[src/sdpc_pkg.sv]
// Shared constants, command and power types for the SDRAM write/precharge core
package sdpc_pkg;

    // ==========================================================
    // Geometry
    localparam int BANKS = 4;
    localparam int BANK_W = 2;
    localparam int ADDR_W = 12;
    localparam int COL_W = 8;
    localparam int DATA_W = 32;
    localparam int MASK_W = 4;
    localparam int ALL_BANKS_POS = 10;
    localparam int LAT_MAX = 3;

    // ==========================================================
    // Timing
    localparam int CLK_PERIOD_NS = 10;
    localparam int ROW_PRECHARGE_NS = 20;
    localparam int ROW_PRECHARGE_CYC =
        (ROW_PRECHARGE_NS + CLK_PERIOD_NS - 1) / CLK_PERIOD_NS;

    // ==========================================================
    // Burst length code for a full page
    localparam logic [2:0] BL_FULL_PAGE = 3'h7;

    // Command pin codes, ordered {ras_n, cas_n, we_n}
    localparam logic [2:0] PIN_LOAD_MODE = 3'h0;
    localparam logic [2:0] PIN_REFRESH = 3'h1;
    localparam logic [2:0] PIN_PRECHARGE = 3'h2;
    localparam logic [2:0] PIN_ACTIVE = 3'h3;
    localparam logic [2:0] PIN_WRITE = 3'h4;
    localparam logic [2:0] PIN_READ = 3'h5;
    localparam logic [2:0] PIN_TERMINATE = 3'h6;

    // ==========================================================
    // Types
    typedef enum logic [2:0] {
        CMD_NOP, CMD_ACTIVE, CMD_READ, CMD_WRITE,
        CMD_PRECHARGE, CMD_TERMINATE, CMD_REFRESH, CMD_LOAD_MODE
    } sdpc_cmd_type;

    typedef enum logic [1:0] {
        PWR_RUN, PWR_SUSPEND, PWR_DOWN
    } sdpc_pwr_type;

    // Command inhibit and NOP both decode to CMD_NOP
    function automatic sdpc_cmd_type sdpc_decode(input logic cs_n,
                                                 input logic [2:0] pins);
        sdpc_cmd_type c;
        c = CMD_NOP;
        if (!cs_n) begin
            case (pins)
                PIN_LOAD_MODE: c = CMD_LOAD_MODE;
                PIN_REFRESH: c = CMD_REFRESH;
                PIN_PRECHARGE: c = CMD_PRECHARGE;
                PIN_ACTIVE: c = CMD_ACTIVE;
                PIN_WRITE: c = CMD_WRITE;
                PIN_READ: c = CMD_READ;
                PIN_TERMINATE: c = CMD_TERMINATE;
                default: c = CMD_NOP;
            endcase
        end
        return c;
    endfunction : sdpc_decode

endpackage : sdpc_pkg

[src/sdpc_bank_if.sv]
// Bank open/close requests and bank status between core and tracker
`timescale 1ns/1ps
interface sdpc_bank_if #(parameter int BANKS = sdpc_pkg::BANKS);
    logic [BANKS-1:0] open_req;
    logic [BANKS-1:0] close_req;
    logic [BANKS-1:0] is_open;
    logic [BANKS-1:0] is_idle;

    modport ctrl (output open_req, output close_req,
                  input is_open, input is_idle);
    modport bank (input open_req, input close_req,
                  output is_open, output is_idle);
endinterface : sdpc_bank_if

[src/sdpc_bank_track.sv]
// Per-bank open row flag and row precharge timer
`timescale 1ns/1ps
module sdpc_bank_track #(
    parameter int BANKS = sdpc_pkg::BANKS,
    parameter int TRP_CYC = sdpc_pkg::ROW_PRECHARGE_CYC
) (
    // Clock and reset
    input wire logic sys_clk,
    input wire logic reset_n,
    // Requests from the core
    sdpc_bank_if.bank bif
);

    localparam int CNT_W = $clog2(TRP_CYC + 1);
    localparam logic [CNT_W-1:0] TRP_LOAD = CNT_W'(TRP_CYC);

    // ==========================================================
    // Bank state, one copy per bank
    genvar i;
    generate
        for (i = 0; i < BANKS; i++) begin : g_bank
            logic open_ff;
            logic [CNT_W-1:0] trp_ff;

            // Close wins over open; a closed bank waits out the timer
            always_ff @(posedge sys_clk or negedge reset_n) begin
                if (!reset_n) begin
                    open_ff <= 1'b0;
                    trp_ff <= '0;
                end else if (bif.close_req[i] && open_ff) begin
                    open_ff <= 1'b0;
                    trp_ff <= TRP_LOAD;
                end else if (bif.open_req[i]) begin
                    open_ff <= 1'b1;
                end else if (trp_ff != '0) begin
                    trp_ff <= trp_ff - 1'b1;
                end
            end

            assign bif.is_open[i] = open_ff;
            assign bif.is_idle[i] = !open_ff && (trp_ff == '0);
        end
    endgenerate

endmodule : sdpc_bank_track

[src/sdpc_core.sv]
// SDRAM write burst, precharge, power-down and clock suspend core
// ==============================================================
`timescale 1ns/1ps
module sdpc_core (
    // Clock and reset
    input wire logic sys_clk,
    input wire logic reset_n,
    // Command pins
    input wire logic clock_enable,
    input wire logic cs_n,
    input wire logic ras_n,
    input wire logic cas_n,
    input wire logic we_n,
    input wire logic bank_select_low,
    input wire logic bank_select_high,
    input wire logic [sdpc_pkg::ADDR_W-1:0] addr,
    // Data pins
    input wire logic [sdpc_pkg::MASK_W-1:0] dqm,
    input wire logic [sdpc_pkg::DATA_W-1:0] dq_in,
    output logic [sdpc_pkg::DATA_W-1:0] dq_out,
    output logic dq_oe,
    // Mode settings
    input wire logic [2:0] burst_length,
    input wire logic [1:0] read_latency,
    input wire logic write_burst_mode_bit,
    // Array port
    input wire logic [sdpc_pkg::DATA_W-1:0] rd_word,
    output logic mem_we,
    output logic [sdpc_pkg::BANK_W-1:0] mem_bank,
    output logic [sdpc_pkg::COL_W-1:0] mem_col,
    output logic [sdpc_pkg::DATA_W-1:0] mem_data,
    output logic [sdpc_pkg::MASK_W-1:0] mem_byte_en,
    // Status
    output logic [sdpc_pkg::BANKS-1:0] bank_open,
    output logic power_down,
    output logic precharge_power_down,
    output logic clock_suspend
);

    localparam int COL_W = sdpc_pkg::COL_W;
    localparam int BANK_W = sdpc_pkg::BANK_W;
    localparam int BANKS = sdpc_pkg::BANKS;
    localparam int LAT_MAX = sdpc_pkg::LAT_MAX;

    // ==========================================================
    // Registers
    sdpc_pkg::sdpc_pwr_type pwr_ff, nxt_pwr;
    logic wr_active_ff, nxt_wr_active;
    logic wr_full_ff, nxt_wr_full;
    logic wr_ap_ff, nxt_wr_ap;
    logic [3:0] wr_left_ff, nxt_wr_left;
    logic [COL_W-1:0] wr_col_ff, nxt_wr_col;
    logic [BANK_W-1:0] wr_bank_ff, nxt_wr_bank;
    logic rd_active_ff, nxt_rd_active;
    logic rd_full_ff, nxt_rd_full;
    logic rd_ap_ff, nxt_rd_ap;
    logic [3:0] rd_left_ff, nxt_rd_left;
    logic [BANK_W-1:0] rd_bank_ff, nxt_rd_bank;
    logic [LAT_MAX-1:0] rd_pipe_ff, nxt_rd_pipe;
    logic dq_oe_ff, nxt_dq_oe;
    logic [sdpc_pkg::DATA_W-1:0] dq_out_ff;
    logic mem_we_ff;
    logic [BANK_W-1:0] mem_bank_ff;
    logic [COL_W-1:0] mem_col_ff;
    logic [sdpc_pkg::DATA_W-1:0] mem_data_ff;
    logic [sdpc_pkg::MASK_W-1:0] mem_byte_en_ff;
    logic pd_pre_ff;

    sdpc_bank_if #(.BANKS(BANKS)) bif ();

    // ==========================================================
    // Command decode
    sdpc_pkg::sdpc_cmd_type cmd;
    logic edge_live;
    logic [BANK_W-1:0] cmd_bank;
    logic [COL_W-1:0] cmd_col;
    logic all_banks_select_bit;
    logic cmd_nop, wr_cmd, rd_cmd, term_cmd, pre_cmd, act_cmd;
    logic [BANKS-1:0] bank_hot;
    logic [BANKS-1:0] pre_mask;

    assign cmd = sdpc_pkg::sdpc_decode(cs_n, {ras_n, cas_n, we_n});
    // Only a running internal clock takes commands
    assign edge_live = (pwr_ff == sdpc_pkg::PWR_RUN);
    assign cmd_bank = {bank_select_high, bank_select_low};
    assign cmd_col = addr[COL_W-1:0];
    assign all_banks_select_bit = addr[sdpc_pkg::ALL_BANKS_POS];
    assign cmd_nop = (cmd == sdpc_pkg::CMD_NOP);
    assign wr_cmd = edge_live && (cmd == sdpc_pkg::CMD_WRITE);
    assign rd_cmd = edge_live && (cmd == sdpc_pkg::CMD_READ);
    assign term_cmd = edge_live && (cmd == sdpc_pkg::CMD_TERMINATE);
    assign pre_cmd = edge_live && (cmd == sdpc_pkg::CMD_PRECHARGE);
    assign act_cmd = edge_live && (cmd == sdpc_pkg::CMD_ACTIVE);
    assign bank_hot = BANKS'(1) << cmd_bank;
    assign pre_mask = all_banks_select_bit ? '1 : bank_hot;

    // ==========================================================
    // Burst geometry
    logic len_full;
    logic [3:0] bl_len;
    logic [COL_W-1:0] len_mask;
    logic [3:0] wr_len;
    logic wr_len_full;

    assign len_full = (burst_length == sdpc_pkg::BL_FULL_PAGE);
    assign bl_len = 4'h1 << burst_length[1:0];
    // full page wraps over the whole row
    assign len_mask = len_full ? '1 : COL_W'(bl_len - 4'h1);
    assign wr_len = write_burst_mode_bit ? 4'h1 : bl_len;
    assign wr_len_full = len_full && !write_burst_mode_bit;

    // ==========================================================
    // Write burst stepping
    logic wr_kill, wr_step, wr_last_step, wr_ap_done;
    logic [COL_W-1:0] wr_col_inc;

    // READ, TERMINATE or a PRECHARGE covering the burst's bank end the burst
    assign wr_kill = wr_active_ff && (rd_cmd || term_cmd
                     || (pre_cmd && pre_mask[wr_bank_ff]));
    // a suspended edge leaves the burst frozen
    assign wr_step = edge_live && wr_active_ff && !wr_cmd && !wr_kill;
    assign wr_last_step = wr_step && !wr_full_ff
                          && (wr_left_ff == 4'h1);
    // Sequential wrap inside the burst-aligned block
    assign wr_col_inc = (wr_col_ff & ~len_mask)
                        | (COL_W'(wr_col_ff + 1'b1) & len_mask);
    // auto precharge after the last word
    assign wr_ap_done = (wr_cmd && addr[sdpc_pkg::ALL_BANKS_POS]
                         && !wr_len_full && wr_len == 4'h1)
                        || (wr_last_step && wr_ap_ff);

    always_comb begin
        nxt_wr_active = wr_active_ff;
        nxt_wr_full = wr_full_ff;
        nxt_wr_ap = wr_ap_ff;
        nxt_wr_left = wr_left_ff;
        nxt_wr_col = wr_col_ff;
        nxt_wr_bank = wr_bank_ff;
        if (wr_cmd) begin
            // new WRITE restarts with its own word
            nxt_wr_active = wr_len_full || (wr_len != 4'h1);
            nxt_wr_full = wr_len_full;
            nxt_wr_ap = all_banks_select_bit;
            nxt_wr_left = wr_len - 4'h1;
            nxt_wr_col = cmd_col;
            nxt_wr_bank = cmd_bank;
        end else if (wr_kill) begin
            nxt_wr_active = 1'b0;
        end else if (wr_step) begin
            nxt_wr_col = wr_col_inc;
            if (!wr_full_ff) begin
                nxt_wr_left = wr_left_ff - 4'h1;
            end
            // fixed burst ends, later data is dropped
            if (wr_last_step) begin
                nxt_wr_active = 1'b0;
            end
        end
    end

    // ==========================================================
    // Read burst tracking, needed for suspend and auto precharge
    logic rd_kill, rd_step, rd_issue, rd_last, rd_ap_done;
    logic rd_ap_cut;

    assign rd_kill = rd_active_ff && (wr_cmd || term_cmd
                     || (pre_cmd && pre_mask[rd_bank_ff]));
    assign rd_step = edge_live && rd_active_ff && !rd_cmd && !rd_kill;
    assign rd_issue = rd_cmd || rd_step;
    assign rd_last = rd_step && !rd_full_ff && (rd_left_ff == 4'h1);
    // access elsewhere starts this bank's precharge
    assign rd_ap_cut = rd_active_ff && rd_ap_ff
                       && (rd_cmd || wr_cmd) && (cmd_bank != rd_bank_ff);
    assign rd_ap_done = rd_ap_cut || (rd_last && rd_ap_ff)
                        || (rd_cmd && all_banks_select_bit
                            && !len_full && bl_len == 4'h1);

    always_comb begin
        nxt_rd_active = rd_active_ff;
        nxt_rd_full = rd_full_ff;
        nxt_rd_ap = rd_ap_ff;
        nxt_rd_left = rd_left_ff;
        nxt_rd_bank = rd_bank_ff;
        if (rd_cmd) begin
            nxt_rd_active = len_full || (bl_len != 4'h1);
            nxt_rd_full = len_full;
            nxt_rd_ap = all_banks_select_bit;
            nxt_rd_left = bl_len - 4'h1;
            nxt_rd_bank = cmd_bank;
        end else if (rd_kill || rd_last) begin
            nxt_rd_active = 1'b0;
        end else if (rd_step && !rd_full_ff) begin
            nxt_rd_left = rd_left_ff - 4'h1;
        end
    end

    // ==========================================================
    // Output data pipeline
    logic [1:0] lat_idx;

    assign lat_idx = (read_latency == 2'h0) ? 2'h0 : read_latency - 2'h1;

    always_comb begin
        nxt_rd_pipe = rd_pipe_ff;
        nxt_dq_oe = dq_oe_ff;
        if (pwr_ff == sdpc_pkg::PWR_DOWN) begin
            nxt_rd_pipe = '0;
            nxt_dq_oe = 1'b0;
        end else if (edge_live) begin
            nxt_rd_pipe = {rd_pipe_ff[LAT_MAX-2:0], rd_issue};
            // A registered WRITE puts the data pins in high impedance
            if (wr_cmd) begin
                nxt_rd_pipe = '0;
            end
            nxt_dq_oe = nxt_rd_pipe[lat_idx];
        end
    end

    // ==========================================================
    // Power-down and clock suspend
    logic access_busy;
    logic banks_idle;

    assign access_busy = wr_active_ff || rd_active_ff
                         || (rd_pipe_ff != '0) || wr_cmd || rd_cmd;
    assign banks_idle = &bif.is_idle;

    always_comb begin
        nxt_pwr = pwr_ff;
        unique case (pwr_ff)
            sdpc_pkg::PWR_RUN: begin
                // low enable during a burst freezes next edge
                if (!clock_enable && access_busy) begin
                    nxt_pwr = sdpc_pkg::PWR_SUSPEND;
                end else if (!clock_enable && cmd_nop) begin
                    nxt_pwr = sdpc_pkg::PWR_DOWN;
                end
            end
            sdpc_pkg::PWR_SUSPEND: begin
                // resume on the edge after enable is high
                if (clock_enable) begin
                    nxt_pwr = sdpc_pkg::PWR_RUN;
                end
            end
            sdpc_pkg::PWR_DOWN: begin
                // leave only on enable high with NOP
                if (clock_enable && cmd_nop) begin
                    nxt_pwr = sdpc_pkg::PWR_RUN;
                end
            end
        endcase
    end

    // ==========================================================
    // Bank requests
    logic [BANK_W-1:0] ap_wr_bank_sel;

    // A one-word auto-precharge write closes the bank it names
    assign ap_wr_bank_sel = wr_cmd ? cmd_bank : wr_bank_ff;
    assign bif.open_req = act_cmd ? bank_hot : '0;
    assign bif.close_req = (pre_cmd ? pre_mask : '0)
        | (wr_ap_done ? BANKS'(1) << ap_wr_bank_sel : '0)
        | (rd_ap_done ? BANKS'(1)
           << (rd_ap_cut || !rd_cmd ? rd_bank_ff : cmd_bank) : '0);

    sdpc_bank_track #(
        .BANKS(BANKS),
        .TRP_CYC(sdpc_pkg::ROW_PRECHARGE_CYC)
    ) u_bank_track (
        .sys_clk(sys_clk),
        .reset_n(reset_n),
        .bif(bif)
    );

    // ==========================================================
    // Array write port
    logic word_take;
    logic [COL_W-1:0] word_col;

    // first word with the command, then one per live edge
    assign word_take = wr_cmd || wr_step;
    assign word_col = wr_cmd ? cmd_col : wr_col_inc;

    // mask gates the word on its own edge
    always_ff @(posedge sys_clk or negedge reset_n) begin
        if (!reset_n) begin
            mem_we_ff <= 1'b0;
            mem_byte_en_ff <= '0;
        end else begin
            mem_we_ff <= word_take && (dqm != '1);
            mem_byte_en_ff <= word_take ? ~dqm : '0;
        end
    end

    // Address and data follow each taken word
    always_ff @(posedge sys_clk or negedge reset_n) begin
        if (!reset_n) begin
            mem_bank_ff <= '0;
            mem_col_ff <= '0;
            mem_data_ff <= '0;
        end else if (word_take) begin
            mem_bank_ff <= wr_cmd ? cmd_bank : wr_bank_ff;
            mem_col_ff <= word_col;
            mem_data_ff <= dq_in;
        end
    end

    // ==========================================================
    // Burst and power state
    always_ff @(posedge sys_clk or negedge reset_n) begin
        if (!reset_n) begin
            pwr_ff <= sdpc_pkg::PWR_RUN;
            wr_active_ff <= 1'b0;
            wr_full_ff <= 1'b0;
            wr_ap_ff <= 1'b0;
            wr_left_ff <= '0;
            wr_col_ff <= '0;
            wr_bank_ff <= '0;
        end else begin
            pwr_ff <= nxt_pwr;
            wr_active_ff <= nxt_wr_active;
            wr_full_ff <= nxt_wr_full;
            wr_ap_ff <= nxt_wr_ap;
            wr_left_ff <= nxt_wr_left;
            wr_col_ff <= nxt_wr_col;
            wr_bank_ff <= nxt_wr_bank;
        end
    end

    // Read tracking and data pins
    always_ff @(posedge sys_clk or negedge reset_n) begin
        if (!reset_n) begin
            rd_active_ff <= 1'b0;
            rd_full_ff <= 1'b0;
            rd_ap_ff <= 1'b0;
            rd_left_ff <= '0;
            rd_bank_ff <= '0;
            rd_pipe_ff <= '0;
            dq_oe_ff <= 1'b0;
        end else begin
            rd_active_ff <= nxt_rd_active;
            rd_full_ff <= nxt_rd_full;
            rd_ap_ff <= nxt_rd_ap;
            rd_left_ff <= nxt_rd_left;
            rd_bank_ff <= nxt_rd_bank;
            rd_pipe_ff <= nxt_rd_pipe;
            dq_oe_ff <= nxt_dq_oe;
        end
    end

    // driven word holds while the clock is suspended
    always_ff @(posedge sys_clk or negedge reset_n) begin
        if (!reset_n) begin
            dq_out_ff <= '0;
        end else if (edge_live && nxt_dq_oe) begin
            dq_out_ff <= rd_word;
        end
    end

    // Precharge flavour of power-down is fixed at entry
    always_ff @(posedge sys_clk or negedge reset_n) begin
        if (!reset_n) begin
            pd_pre_ff <= 1'b0;
        end else begin
            pd_pre_ff <= (nxt_pwr == sdpc_pkg::PWR_DOWN)
                         && (pwr_ff == sdpc_pkg::PWR_DOWN
                             ? pd_pre_ff : banks_idle);
        end
    end

    // ==========================================================
    // Outputs
    assign dq_out = dq_out_ff;
    assign dq_oe = dq_oe_ff;
    assign mem_we = mem_we_ff;
    assign mem_bank = mem_bank_ff;
    assign mem_col = mem_col_ff;
    assign mem_data = mem_data_ff;
    assign mem_byte_en = mem_byte_en_ff;
    assign bank_open = bif.is_open;
    assign power_down = (pwr_ff == sdpc_pkg::PWR_DOWN);
    assign precharge_power_down = pd_pre_ff;
    assign clock_suspend = (pwr_ff == sdpc_pkg::PWR_SUSPEND);

endmodule : sdpc_core

[config.mk]
export PLATFORM = sky130hd
export DESIGN_NAME = sdpc_core
export DESIGN_NICKNAME = d
export VERILOG_FILES = /design/src/sdpc_pkg.sv /design/src/sdpc_bank_if.sv /design/src/sdpc_bank_track.sv /design/src/sdpc_core.sv
export SDC_FILE = /design/constraint.sdc
export NUM_CORES = 1
export LEC_CHECK = 0
export ABC_AREA = 1
export BUFFER_PORTS_ARGS = -buffer_cell sky130_fd_sc_hd__buf_2
export CELL_PAD_IN_SITES_DETAIL_PLACEMENT = 1
export CELL_PAD_IN_SITES_GLOBAL_PLACEMENT = 1
export CORE_ASPECT_RATIO = 1.5
export CORE_MARGIN = 3
export CORE_UTILIZATION = 38
export DETAILED_ROUTE_END_ITERATION = 6
export GPL_ROUTABILITY_DRIVEN = 0
export HOLD_SLACK_MARGIN = 0.03
export PLACE_DENSITY_LB_ADDON = 0.1
export SLEW_MARGIN = 10
export SYNTH_ARGS = -nofsm -noshare
export SYNTH_HDL_FRONTEND = slang
export SYNTH_SLANG_ARGS = --single-unit
[constraint.sdc]
create_clock -name sys_clk -period 2.15 [get_ports sys_clk]
set_input_delay 0.215 -clock sys_clk [delete_from_list [all_inputs] [get_ports sys_clk]]
set_output_delay 0.215 -clock sys_clk [all_outputs]
set_load 0.005 [all_outputs]
**Word level (Yosys, flattened, before mapping)**

Cells that the tools add are included.

- Input bits: 95
- Register bits after elaboration: 124
- Output and inout port bits: 87

- Eq/ne operators: 30
- Mux-type cells: 69
- Add/subtract/negate cells: 11
- Magnitude comparators: 3
- Reduce and logical (&&, ||, !) cells: 113
- Shifts and indexed selects: 4
- Bitwise gates (word level): 7

Operators by type and width:

| kind | number |
|---|---|
| two-way mux 4 bit | 14 |
| logical AND 1 bit | 45 |
| two-way mux 8 bit | 5 |
| two-way mux 2 bit | 19 |
| nonzero test 2 bit | 16 |
| case mux 3 bit (7 select lines) | 1 |
| two-way mux 1 bit | 20 |
| == test 3 bit, second input constant | 6 |
| logical OR 1 bit | 18 |
| two-way mux 3 bit | 6 |
| AND 8 bit | 2 |
| == test 4 x 1 -> 1 bit, second input constant | 4 |
| << shifter 1 x 2 -> 4 bit, first input constant | 4 |
| subtractor 4 x 1 -> 4 bit, second input constant | 4 |
| zero test 1 bit | 14 |
| AND reduction 2 bit | 7 |
| == test 3 x 2 -> 1 bit, second input constant | 4 |
| zero test 2 bit | 6 |
| inequality test 2 x 1 -> 1 bit, second input constant | 5 |
| subtractor 2 x 1 -> 2 bit, second input constant | 5 |
| less-than comparator 2 x 3 -> 1 bit, second input constant | 3 |
| nonzero test 3 bit | 3 |
| adder 8 x 1 -> 8 bit, second input constant | 1 |
| inequality test 4 x 1 -> 1 bit, second input constant | 2 |
| other kinds (16) | 23 |

**Logic depth before layout (Yosys ltp)**

Gate-level depths: netlist of the first run.

- Depth after elaboration: 20
- Gate-level depth with buffers: 15

**Cells and area by module**

From an unflattened synthesis of the first run, not the netlist that was laid out.

- Cell total of the unflattened synthesis: 730
- Area total of the unflattened synthesis: 5953.2 um^2

Modules (own cells, without submodules):

| module | times used | cells an instance | area each (um^2) | seq. area each (um^2) |
|---|---|---|---|---|
| sdpc_core | 1 | 650 | 5305.1 | 2802.7 |
| sdpc_bank_track | 1 | 80 | 648.1 | 300.3 |

**Worst setup path after synthesis of the first run**

OpenSTA, ideal clock, no wires.

- Path kind: register -> register
- Start: reg pwr_ff[0]
- End: reg dq_out_ff (netlist bit dq_out[0])
- Period minus slack after synthesis: 1.894 ns
- Path slack: 0.256 ns
- Arrival time: 1.772 ns
- Setup time: 0.122 ns
- Stages on the path, launching flop included: 15
- Buffers on the path: 2
- Path through: dfrtp_1 > inv_1 > ha_1 > inv_2 > nor2_1 > nor2_1 > nand3_2 > nand2_2 > o21ai_2 > inv_2 > nand4_2 > buf_6 > buf_6 > nand2_2 > o21ai_2

- Word-level cells in the longest chain between the ends: 16
- Elaborated cells on any way between the ends: 24
- Classes of those cells: eq/ne (1); mux (7); reduce/logical (16)

RTL lines:

| element | RTL line | source |
|---|---|---|
| start: declaration | sdpc_core.sv:47 | `sdpc_pkg::sdpc_pwr_type pwr_ff, nxt_pwr;` |
| start signal: assignment | sdpc_core.sv:312 | `pwr_ff <= sdpc_pkg::PWR_RUN;` |
| start signal: assignment | sdpc_core.sv:320 | `pwr_ff <= nxt_pwr;` |
| zero test 2 bit | sdpc_core.sv:84 | `assign edge_live = (pwr_ff == sdpc_pkg::PWR_RUN);` |
| logical AND 1 bit, on equally long branches | sdpc_core.sv:89, sdpc_core.sv:91, sdpc_core.sv:92 |  |
| logical OR 1 bit / logical AND 1 bit (equally long branches) | sdpc_core.sv:166, sdpc_core.sv:167 |  |
| logical OR 1 bit | sdpc_core.sv:167 | `\|\| (pre_cmd && pre_mask[rd_bank_ff]));` |
| logical AND 1 bit | sdpc_core.sv:166 | `assign rd_kill = rd_active_ff && (wr_cmd \|\| term_cmd` |
| zero test 1 bit | sdpc_core.sv:168 | `assign rd_step = edge_live && rd_active_ff && !rd_cmd && !rd_kill;` |
| logical AND 1 bit | sdpc_core.sv:168 |  |
| logical OR 1 bit | sdpc_core.sv:169 | `assign rd_issue = rd_cmd \|\| rd_step;` |
| two-way mux 3 bit | sdpc_core.sv:212 | `if (wr_cmd) begin` |
| two-way mux 3 bit | sdpc_core.sv:209 | `end else if (edge_live) begin` |
| two-way mux 3 bit | sdpc_core.sv:206 | `if (pwr_ff == sdpc_pkg::PWR_DOWN) begin` |
| binary-select mux 1 bit (select 2 bit) | sdpc_core.sv:215 | `nxt_dq_oe = nxt_rd_pipe[lat_idx];` |
| two-way mux 1 bit (implied by the code) | sdpc_core.sv:215 |  |
| two-way mux 1 bit | sdpc_core.sv:209 |  |
| two-way mux 1 bit | sdpc_core.sv:206 |  |
| logical AND 1 bit (*) | sdpc_core.sv:355 | `end else if (edge_live && nxt_dq_oe) begin` |
| end signal: assignment | sdpc_core.sv:356 | `dq_out_ff <= rd_word;` |
| end: declaration | sdpc_core.sv:61 | `logic [sdpc_pkg::DATA_W-1:0] dq_out_ff;` |

Mark *: on every way between the ends. The rest lies on a longest branch, timed or not. The select of a mux whose other input is x is not followed.
A chain may end at the register's enable or synchronous reset.

**Worst setup path in the final report of the first run**

- Start: reg pwr_ff[1]
- End: reg dq_out_ff (netlist bit dq_out[9])

Same word-level chain as after synthesis.

==> summary.txt, run 1 <==
Drt
  • DRC violations left: 0
  • Routed Antenna Nets: 0
  • Vias per cell: 4.84
  • Post-DR wirelength/cell: 15.5 um
  • DR pass1 iterations: 4
  • Vias: 5,611
  • Post-Route WL: 18,000 um
  • DRT iter0 DRCs: 212

STA
  • Worst Tran Pin Value: 496 ps
  • Max Transition Viols Final: 0
  • RSZ-0062 raised after global routing: false
  • Max Clock Skew: 10.3 ps
  • Setup TNS: 0 ps
  • Hold slack: 43.5 ps
  • Final Hold Vio Count: 0
  • Max-slew headroom: 0.669
  • F_max: 502 MHz
  • Final period utilization: 0.927
  • Final setup viols: 0
  • Crit path time final: 1990 ps

Floorplanning
  • Initial Utilization: 0.394
  • I/O pin cnt: 182
  • Die H: 160 um
  • Rows: 55
  • Die extent in x: 109 um
  • Core box area: 0.0153 mm2
  • Die area: 0.0174 mm2

Critical path
  • R2R Path Start: pwr_ff[1]
  • CP delay by family, top: simple AND/OR/NAND/NOR gates
  • Critical Path Sink Type: flop
  • Type of the worst setup path: flop to flop
  • CP max stage delay: 370 ps
  • Worst-path maximum fanout: 25
  • Reg2Reg Capture Point: dq_out[9]
  • Worst path buffer plus inverter count: 4
  • Setup crit start kind: flop
  • Req. time, crit path: 2450 ps
  • Top cell by count, worst path: o21ai_2
  • Path depth of the worst reg2reg path: 13
  • Arr. time, crit path: 2290 ps
  • CP max stage cell: dfrtp_1
  • Worst R2R Setup Slack: 160 ps
  • Critical-path cell list: inv_1, ha_4, inv_4, nor2_4, nor2_1, nand3_2, nand2_2, o21ai_2, inv_2, nand4_4, buf_12, nand2_1, o21ai_2

Logic synthesis
  • Area leader, netlist: dfrtp_1
  • Synth top area share: 0.515
  • Synth top area cells: dfrtp_1, nand2_1, inv_1, o21ai_2, nand3_1
  • Synth Flop Type: dfrtp_1
  • Cell with the most instances after synthesis: nand2_1
  • Post-synth EDFFs: 0
  • Unique masters post-synth: 37
  • Mapped Avg Cell Area: 8.45 um2
  • Yosys warns: 0
  • Register area share after synthesis: 0.515
  • Post-Synthesis Cells: 713
  • Post-synth top cells: nand2_1, dfrtp_1, inv_1
  • Syn_nets: 821
  • Synthesis-stage register bit count: 124
  • Async SR Flop Fraction: 1.00
  • Mapped cell area: 0.00602 mm2

GRT
  • Largest net degree at the start of global routing: 49
  • GRT Overall Usage: 0.213
  • GRT overflow: 0
  • First-pass GRT wire length: 29,500 um
  • Vias in the first global route: 6,299
  • Initial antenna violation count: 2

Clock tree
  • Clock sinks: 124
  • Clk pin slew, worst setup/hold paths: 50 ps
  • Max Root-Sink Buffers: 2
  • Root buffer cell: clkbuf_16
  • H-tree depth: 4
  • Clock tree from TritonCTS: built
  • Clk_lat worst skew: 420 ps
  • Num CTS Buffers: 17

Hold path
  • Worst Hold Depth: 3
  • Worst hold-check path type: input pin to flop
  • Hold Path Sink: dq_out[1]
  • Min-delay src: rd_word[1]

Layout
  • Post-Layout Cell Count: 1,160
  • Layout fillers: 1,881
  • Final nets: 1,056
  • Share of post-route cells with drive strength above 1: 0.315
  • P&R area growth vs syn: 36.7%

Outcome
  • Outcome: complete, no violations

Run
  • Max cap viols: 0

Power and ir drop
  • Leakage power: 4.51 nW
  • Worst vdd ir: 0.507 mV
  • P per Cell Area: 1340 mW/mm2

Placed design
  • Final HPWL from detailed placement: 12,900 um
  • Dpl cells: 1,088
  • PortBufs: 178
## sequential cells by signal, summed over array words and instances (netlist names), 2 cells and up
name                         count
mem_byte_en                      4
dq_out                          32
pwr_ff                           2
rd_bank_ff                       2
mem_col                          8
wr_col_ff                        8
wr_bank_ff                       2
wr_left_ff                       4
u_bank_track.g_bank.open_ff      4
rd_pipe_ff                       3
mem_bank                         2
u_bank_track.g_bank.trp_ff       8
rd_left_ff                       4
mem_data                        32
## per-stage QoR
| stage | power [mW] | util | setup WS (ps) | cell area (um2) |
|---|---|---|---|---|
| floorplan | 6.62 | - | 256 | 6020 |
| detailed placement | 8.35 | 0.474 | 8.30 | 7250 |
| global route | 11.9 | 0.539 | 2.55 | 8230 |
| global placement | 8.02 | 0.474 | 75.7 | 7250 |
| CTS | 11.1 | 0.533 | -2.16 | 8150 |
| finish | 11.0 | 0.539 | 157 | 8230 |
## worst max path at each step
stage	start	to	slack, ps	cells after the start
floorplan	pwr_ff[0]	dq_out[0]	260	14
global placement	pwr_ff[1]	u_bank_track.g_bank[2].trp_ff[0]	80	11
detailed placement	pwr_ff[1]	u_bank_track.g_bank[1].open_ff	8	11
CTS	pwr_ff[1]	u_bank_track.g_bank[1].open_ff	-2	11
global route	pwr_ff[1]	dq_out[11]	3	13
finish	pwr_ff[1]	dq_out[9]	160	13
## power by group
part	internal, mW	switching, mW
Clock	1.52	1.06
Sequential	3.39	0.640
Combinational	1.90	2.51
## layer usage
metal  global-route usage  vias to the layer above  wire length (um)
li1                     -                     2744                 -
met3               0.0514                       41               941
met5                    0                        -                13
met4               0.0867                        2               459
met2                0.394                      157              9750
met1                0.225                     2667              6830
## kinds of logic after synthesis
| group | count (synthesis) | share of synthesized area |
|---|---|---|
| XOR/XNOR | 14 | 0.0204 |
| buffers and inverters | 117 | 0.0862 |
| flip-flops | 124 | 0.515 |
| adder cells (fa/ha/maj) | 13 | 0.0270 |
| AO/OA/AOI/OAI | 108 | 0.119 |
| AND/OR/NAND/NOR | 337 | 0.233 |
## tightest hold or removal path, cell delays in order
cell	delay, ps
buf_2	90
inv_1	50
o21ai_2	50
## cell usage in the layout, fill, tap and decap left out, types with 17 or more instances in the layout
cell           Yosys  final
buf_2              9    177
buf_4              6     21
clkbuf_16          0     17
dfrtp_1          124    124
dlygate4sd3_1      0     37
inv_1             80     80
nand2_1          240    238
nand3_1           33     31
nor2_1            31     30
o21ai_0           30     30
o21ai_2           31     35
## timing repair
action | CTS | global route
resized for setup | 0 | 14
setup buffers | 0 | 3
hold buffers | 37 | 0
endpoints found under the setup margin | 1 | 66
endpoints found under the hold margin | 67 | 0
pin swaps | 0 | 1
## cell type report
type                    instances  area (um2)  share of cell area
diodes                          1        2.50            0.000304
flip-flops and latches        124        3100               0.377
clock inverters                10        70.1             0.00851
multi-input cells             472        2460               0.299
clock buffers                  21         460              0.0559
well taps                     199         249              0.0302
repair buffers                241        1530               0.186
inverters                      92         348              0.0423
(Power assumes the default switching activity.)
==> run 2: changes to the inputs <==
Settings changed: CORE_UTILIZATION 38 to 41.
Clock period 2.15 ns to 2.3 ns, I/O delays scaled along.
==> run 2 against run 1 <==
Net effect:
- first-iteration DRC count shrank 10%
- clock skew shrank 0.56 ps
- non-clock buffer count decreased by 17
- highest routed layer is now met4
- worst setup slack gained 12 ps
- via count is 1.0% higher
- count of clock-buffer cells in the layout down 3
- critical path type unchanged
==> summary.txt, run 2 (synthesis results as in run 1) <==
Critical path
  • CP delay by family, top: simple AND/OR/NAND/NOR gates
  • Req. time, crit path: 2580 ps (+130 ps)
  • Arr. time, crit path: 2410 ps (+120 ps)
  • Worst path buffer plus inverter count: 4 (unchanged)
  • Critical Path Sink Type: flop
  • CP max stage cell: dfrtp_1
  • CP max stage delay: 410 ps (+40 ps)
  • Type of the worst setup path: flop to flop
  • Setup crit start kind: flop
  • Critical-path cell list: inv_1, ha_2, inv_4, nor2_2, buf_4, nand2_1, o21ai_2, inv_1, nor2_1, nand2_1, nand3_1, a21oi_1
  • Worst-path maximum fanout: 12 (-52%)

Drt
  • Routed Antenna Nets: 0 (unchanged)
  • Post-DR wirelength/cell: 16.4 um (+5.7%)
  • Vias per cell: 4.99 (+3.1%)
  • DR pass1 iterations: 4 (unchanged)
  • DRT iter0 DRCs: 190 (-10%)
  • Post-Route WL: 18,600 um (+3.5%)
  • Vias: 5,667 (+1.0%)
  • DRC violations left: 0 (unchanged)

Power and ir drop
  • Worst vdd ir: 0.549 mV (+8.1%)
  • PnR Total Power: 10.6 mW (-3.4%)
  • Leakage power: 4.45 nW (-1.2%)
  • P per Cell Area: 1310 mW/mm2 (-1.9%)

GRT
  • GRT Overall Usage: 0.235 (+0.0226)
  • Largest net degree at the start of global routing: 54 (+10%)
  • Vias in the first global route: 6,311 (+0.19%)
  • Initial antenna violation count: 0 (-2)
  • GRT overflow: 0 (unchanged)
  • First-pass GRT wire length: 30,800 um (+4.4%)

STA
  • Crit path time final: 2130 ps (+138 ps)
  • Max-slew headroom: 0.645 (-0.0239)
  • Final period utilization: 0.927 (about the same)
  • Max Transition Viols Final: 0 (unchanged)
  • Final setup viols: 0 (unchanged)
  • F_max: 469 MHz (-6.5%)
  • RSZ-0062 raised after global routing: false
  • Max Clock Skew: 9.77 ps (-0.561 ps)
  • Worst Tran Pin Value: 528 ps (+31.3 ps)
  • Final Hold Vio Count: 0 (unchanged)
  • Setup TNS: 0 ps (unchanged)

Floorplanning
  • I/O pin cnt: 182 (unchanged)
  • Rows: 53 (-3.6%)
  • Die H: 154 um (-3.6%)
  • Die area: 0.0162 mm2 (-7.0%)
  • Die extent in x: 105 um (-3.5%)
  • Initial Utilization: 0.424 (+0.0302)
  • Core box area: 0.0142 mm2 (-7.1%)

Clock tree
  • H-tree depth: 4 (unchanged)
  • Clk_lat worst skew: 410 ps (about the same)
  • Num CTS Buffers: 17 (unchanged)
  • Post-CTS Setup Inserts: 0 (unchanged)
  • Root buffer cell: clkbuf_16
  • Max Root-Sink Buffers: 2 (unchanged)
  • Clock sinks: 124 (unchanged)
  • Clock tree from TritonCTS: built
  • Clk pin slew, worst setup/hold paths: 60 ps (about the same)

Outcome
  • Outcome: complete, no violations

Layout
  • Share of post-route cells with drive strength above 1: 0.305 (-0.00950)
  • Ant diodes: 0 (-1)
  • Layout fillers: 1,774 (-5.7%)
  • Design Area, Final: 0.00810 mm2 (-1.6%)
  • Post-Layout Cell Count: 1,136 (-2.1%)
  • P&R area growth vs syn: 34.5%
  • Most frequent cells in the layout: nand2_1, buf_2, dfrtp_1
  • Most common cell after layout, fill and taps aside: nand2_1
  • Final nets: 1,039 (-1.6%)

Placed design
  • DP Area: 0.00713 mm2 (-1.6%)
  • PortBufs: 178 (unchanged)
  • Final HPWL from detailed placement: 13,000 um (+0.88%)
  • Dpl cells: 1,073 (-1.4%)

Run
  • Max cap viols: 0 (unchanged)

Hold path
  • Worst hold-check path type: input pin to flop
## run 2: final timing paths
check                             from                          endpoint  slack (ps)  depth (start not counted)
setup / recovery             pwr_ff[0]  u_bank_track.g_bank[3].trp_ff[0]         170                         12
hold / removal               dq_in[13]                      mem_data[13]          40                          3
setup reg to reg             pwr_ff[0]  u_bank_track.g_bank[3].trp_ff[0]         170                         12
hold reg to reg            mem_data[7]                       mem_data[7]         470                          2
max in group asynchronous      reset_n                      mem_data[29]        1290                          3
min in group asynchronous      reset_n                         pwr_ff[0]         320                          2
## run 2: layer usage
layer / vias up / routed length, um / track usage
li1: 2696 / - / -
met1: 2748 / 6760 / 0.246
met2: 163 / 10200 / 0.442
met3: 60 / 686 / 0.0392
met4: 0 / 953 / 0.130
met5: - / 0 / 0
## run 2: stage by stage
stage / utilization / hold WS (ps) / setup slack [ps]
floorplan: - / -65.6 / 406
global placement: 0.502 / 209 / 116
detailed placement: 0.502 / 221 / 37.0
CTS: 0.566 / 30.3 / 91.8
global route: 0.571 / 37.9 / 16.7
finish: 0.571 / 38.5 / 169
## run 2: what timing repair did
item / 4_1_cts / 5_1_grt
gates cloned: 0 / 1
setup endpoints to repair: 1 / 64
hold buffers: 29 / 1
gates resized for setup: 1 / 9
hold endpoints to repair: 56 / 1
## run 2: cell type report
type / count / area [um2] / area share
Multi-Input combinational cell: 472 / 2420 / 0.299
Tap cell: 192 / 240 / 0.0297
Sequential cell: 124 / 3100 / 0.383
Clock inverter: 14 / 184 / 0.0227
Inverter: 92 / 350 / 0.0433
Timing Repair Buffer: 224 / 1370 / 0.169
Clock buffer: 18 / 429 / 0.0530
## run 2: power breakdown
| group | switching, mW | internal [mW] |
|---|---|---|
| clock | 1.05 | 1.73 |
| combinational | 2.40 | 1.68 |
| sequential | 0.610 | 3.16 |
| total | 4.06 | 6.58 |
## run 2: worst reg2reg max path: stages, from the launching register on
cell	delay, ps
dfrtp_1	410
inv_1	110
ha_2	220
inv_4	70
nor2_2	120
buf_4	200
nand2_1	150
o21ai_2	190
inv_1	80
nor2_1	130
nand2_1	90
nand3_1	150
a21oi_1	90
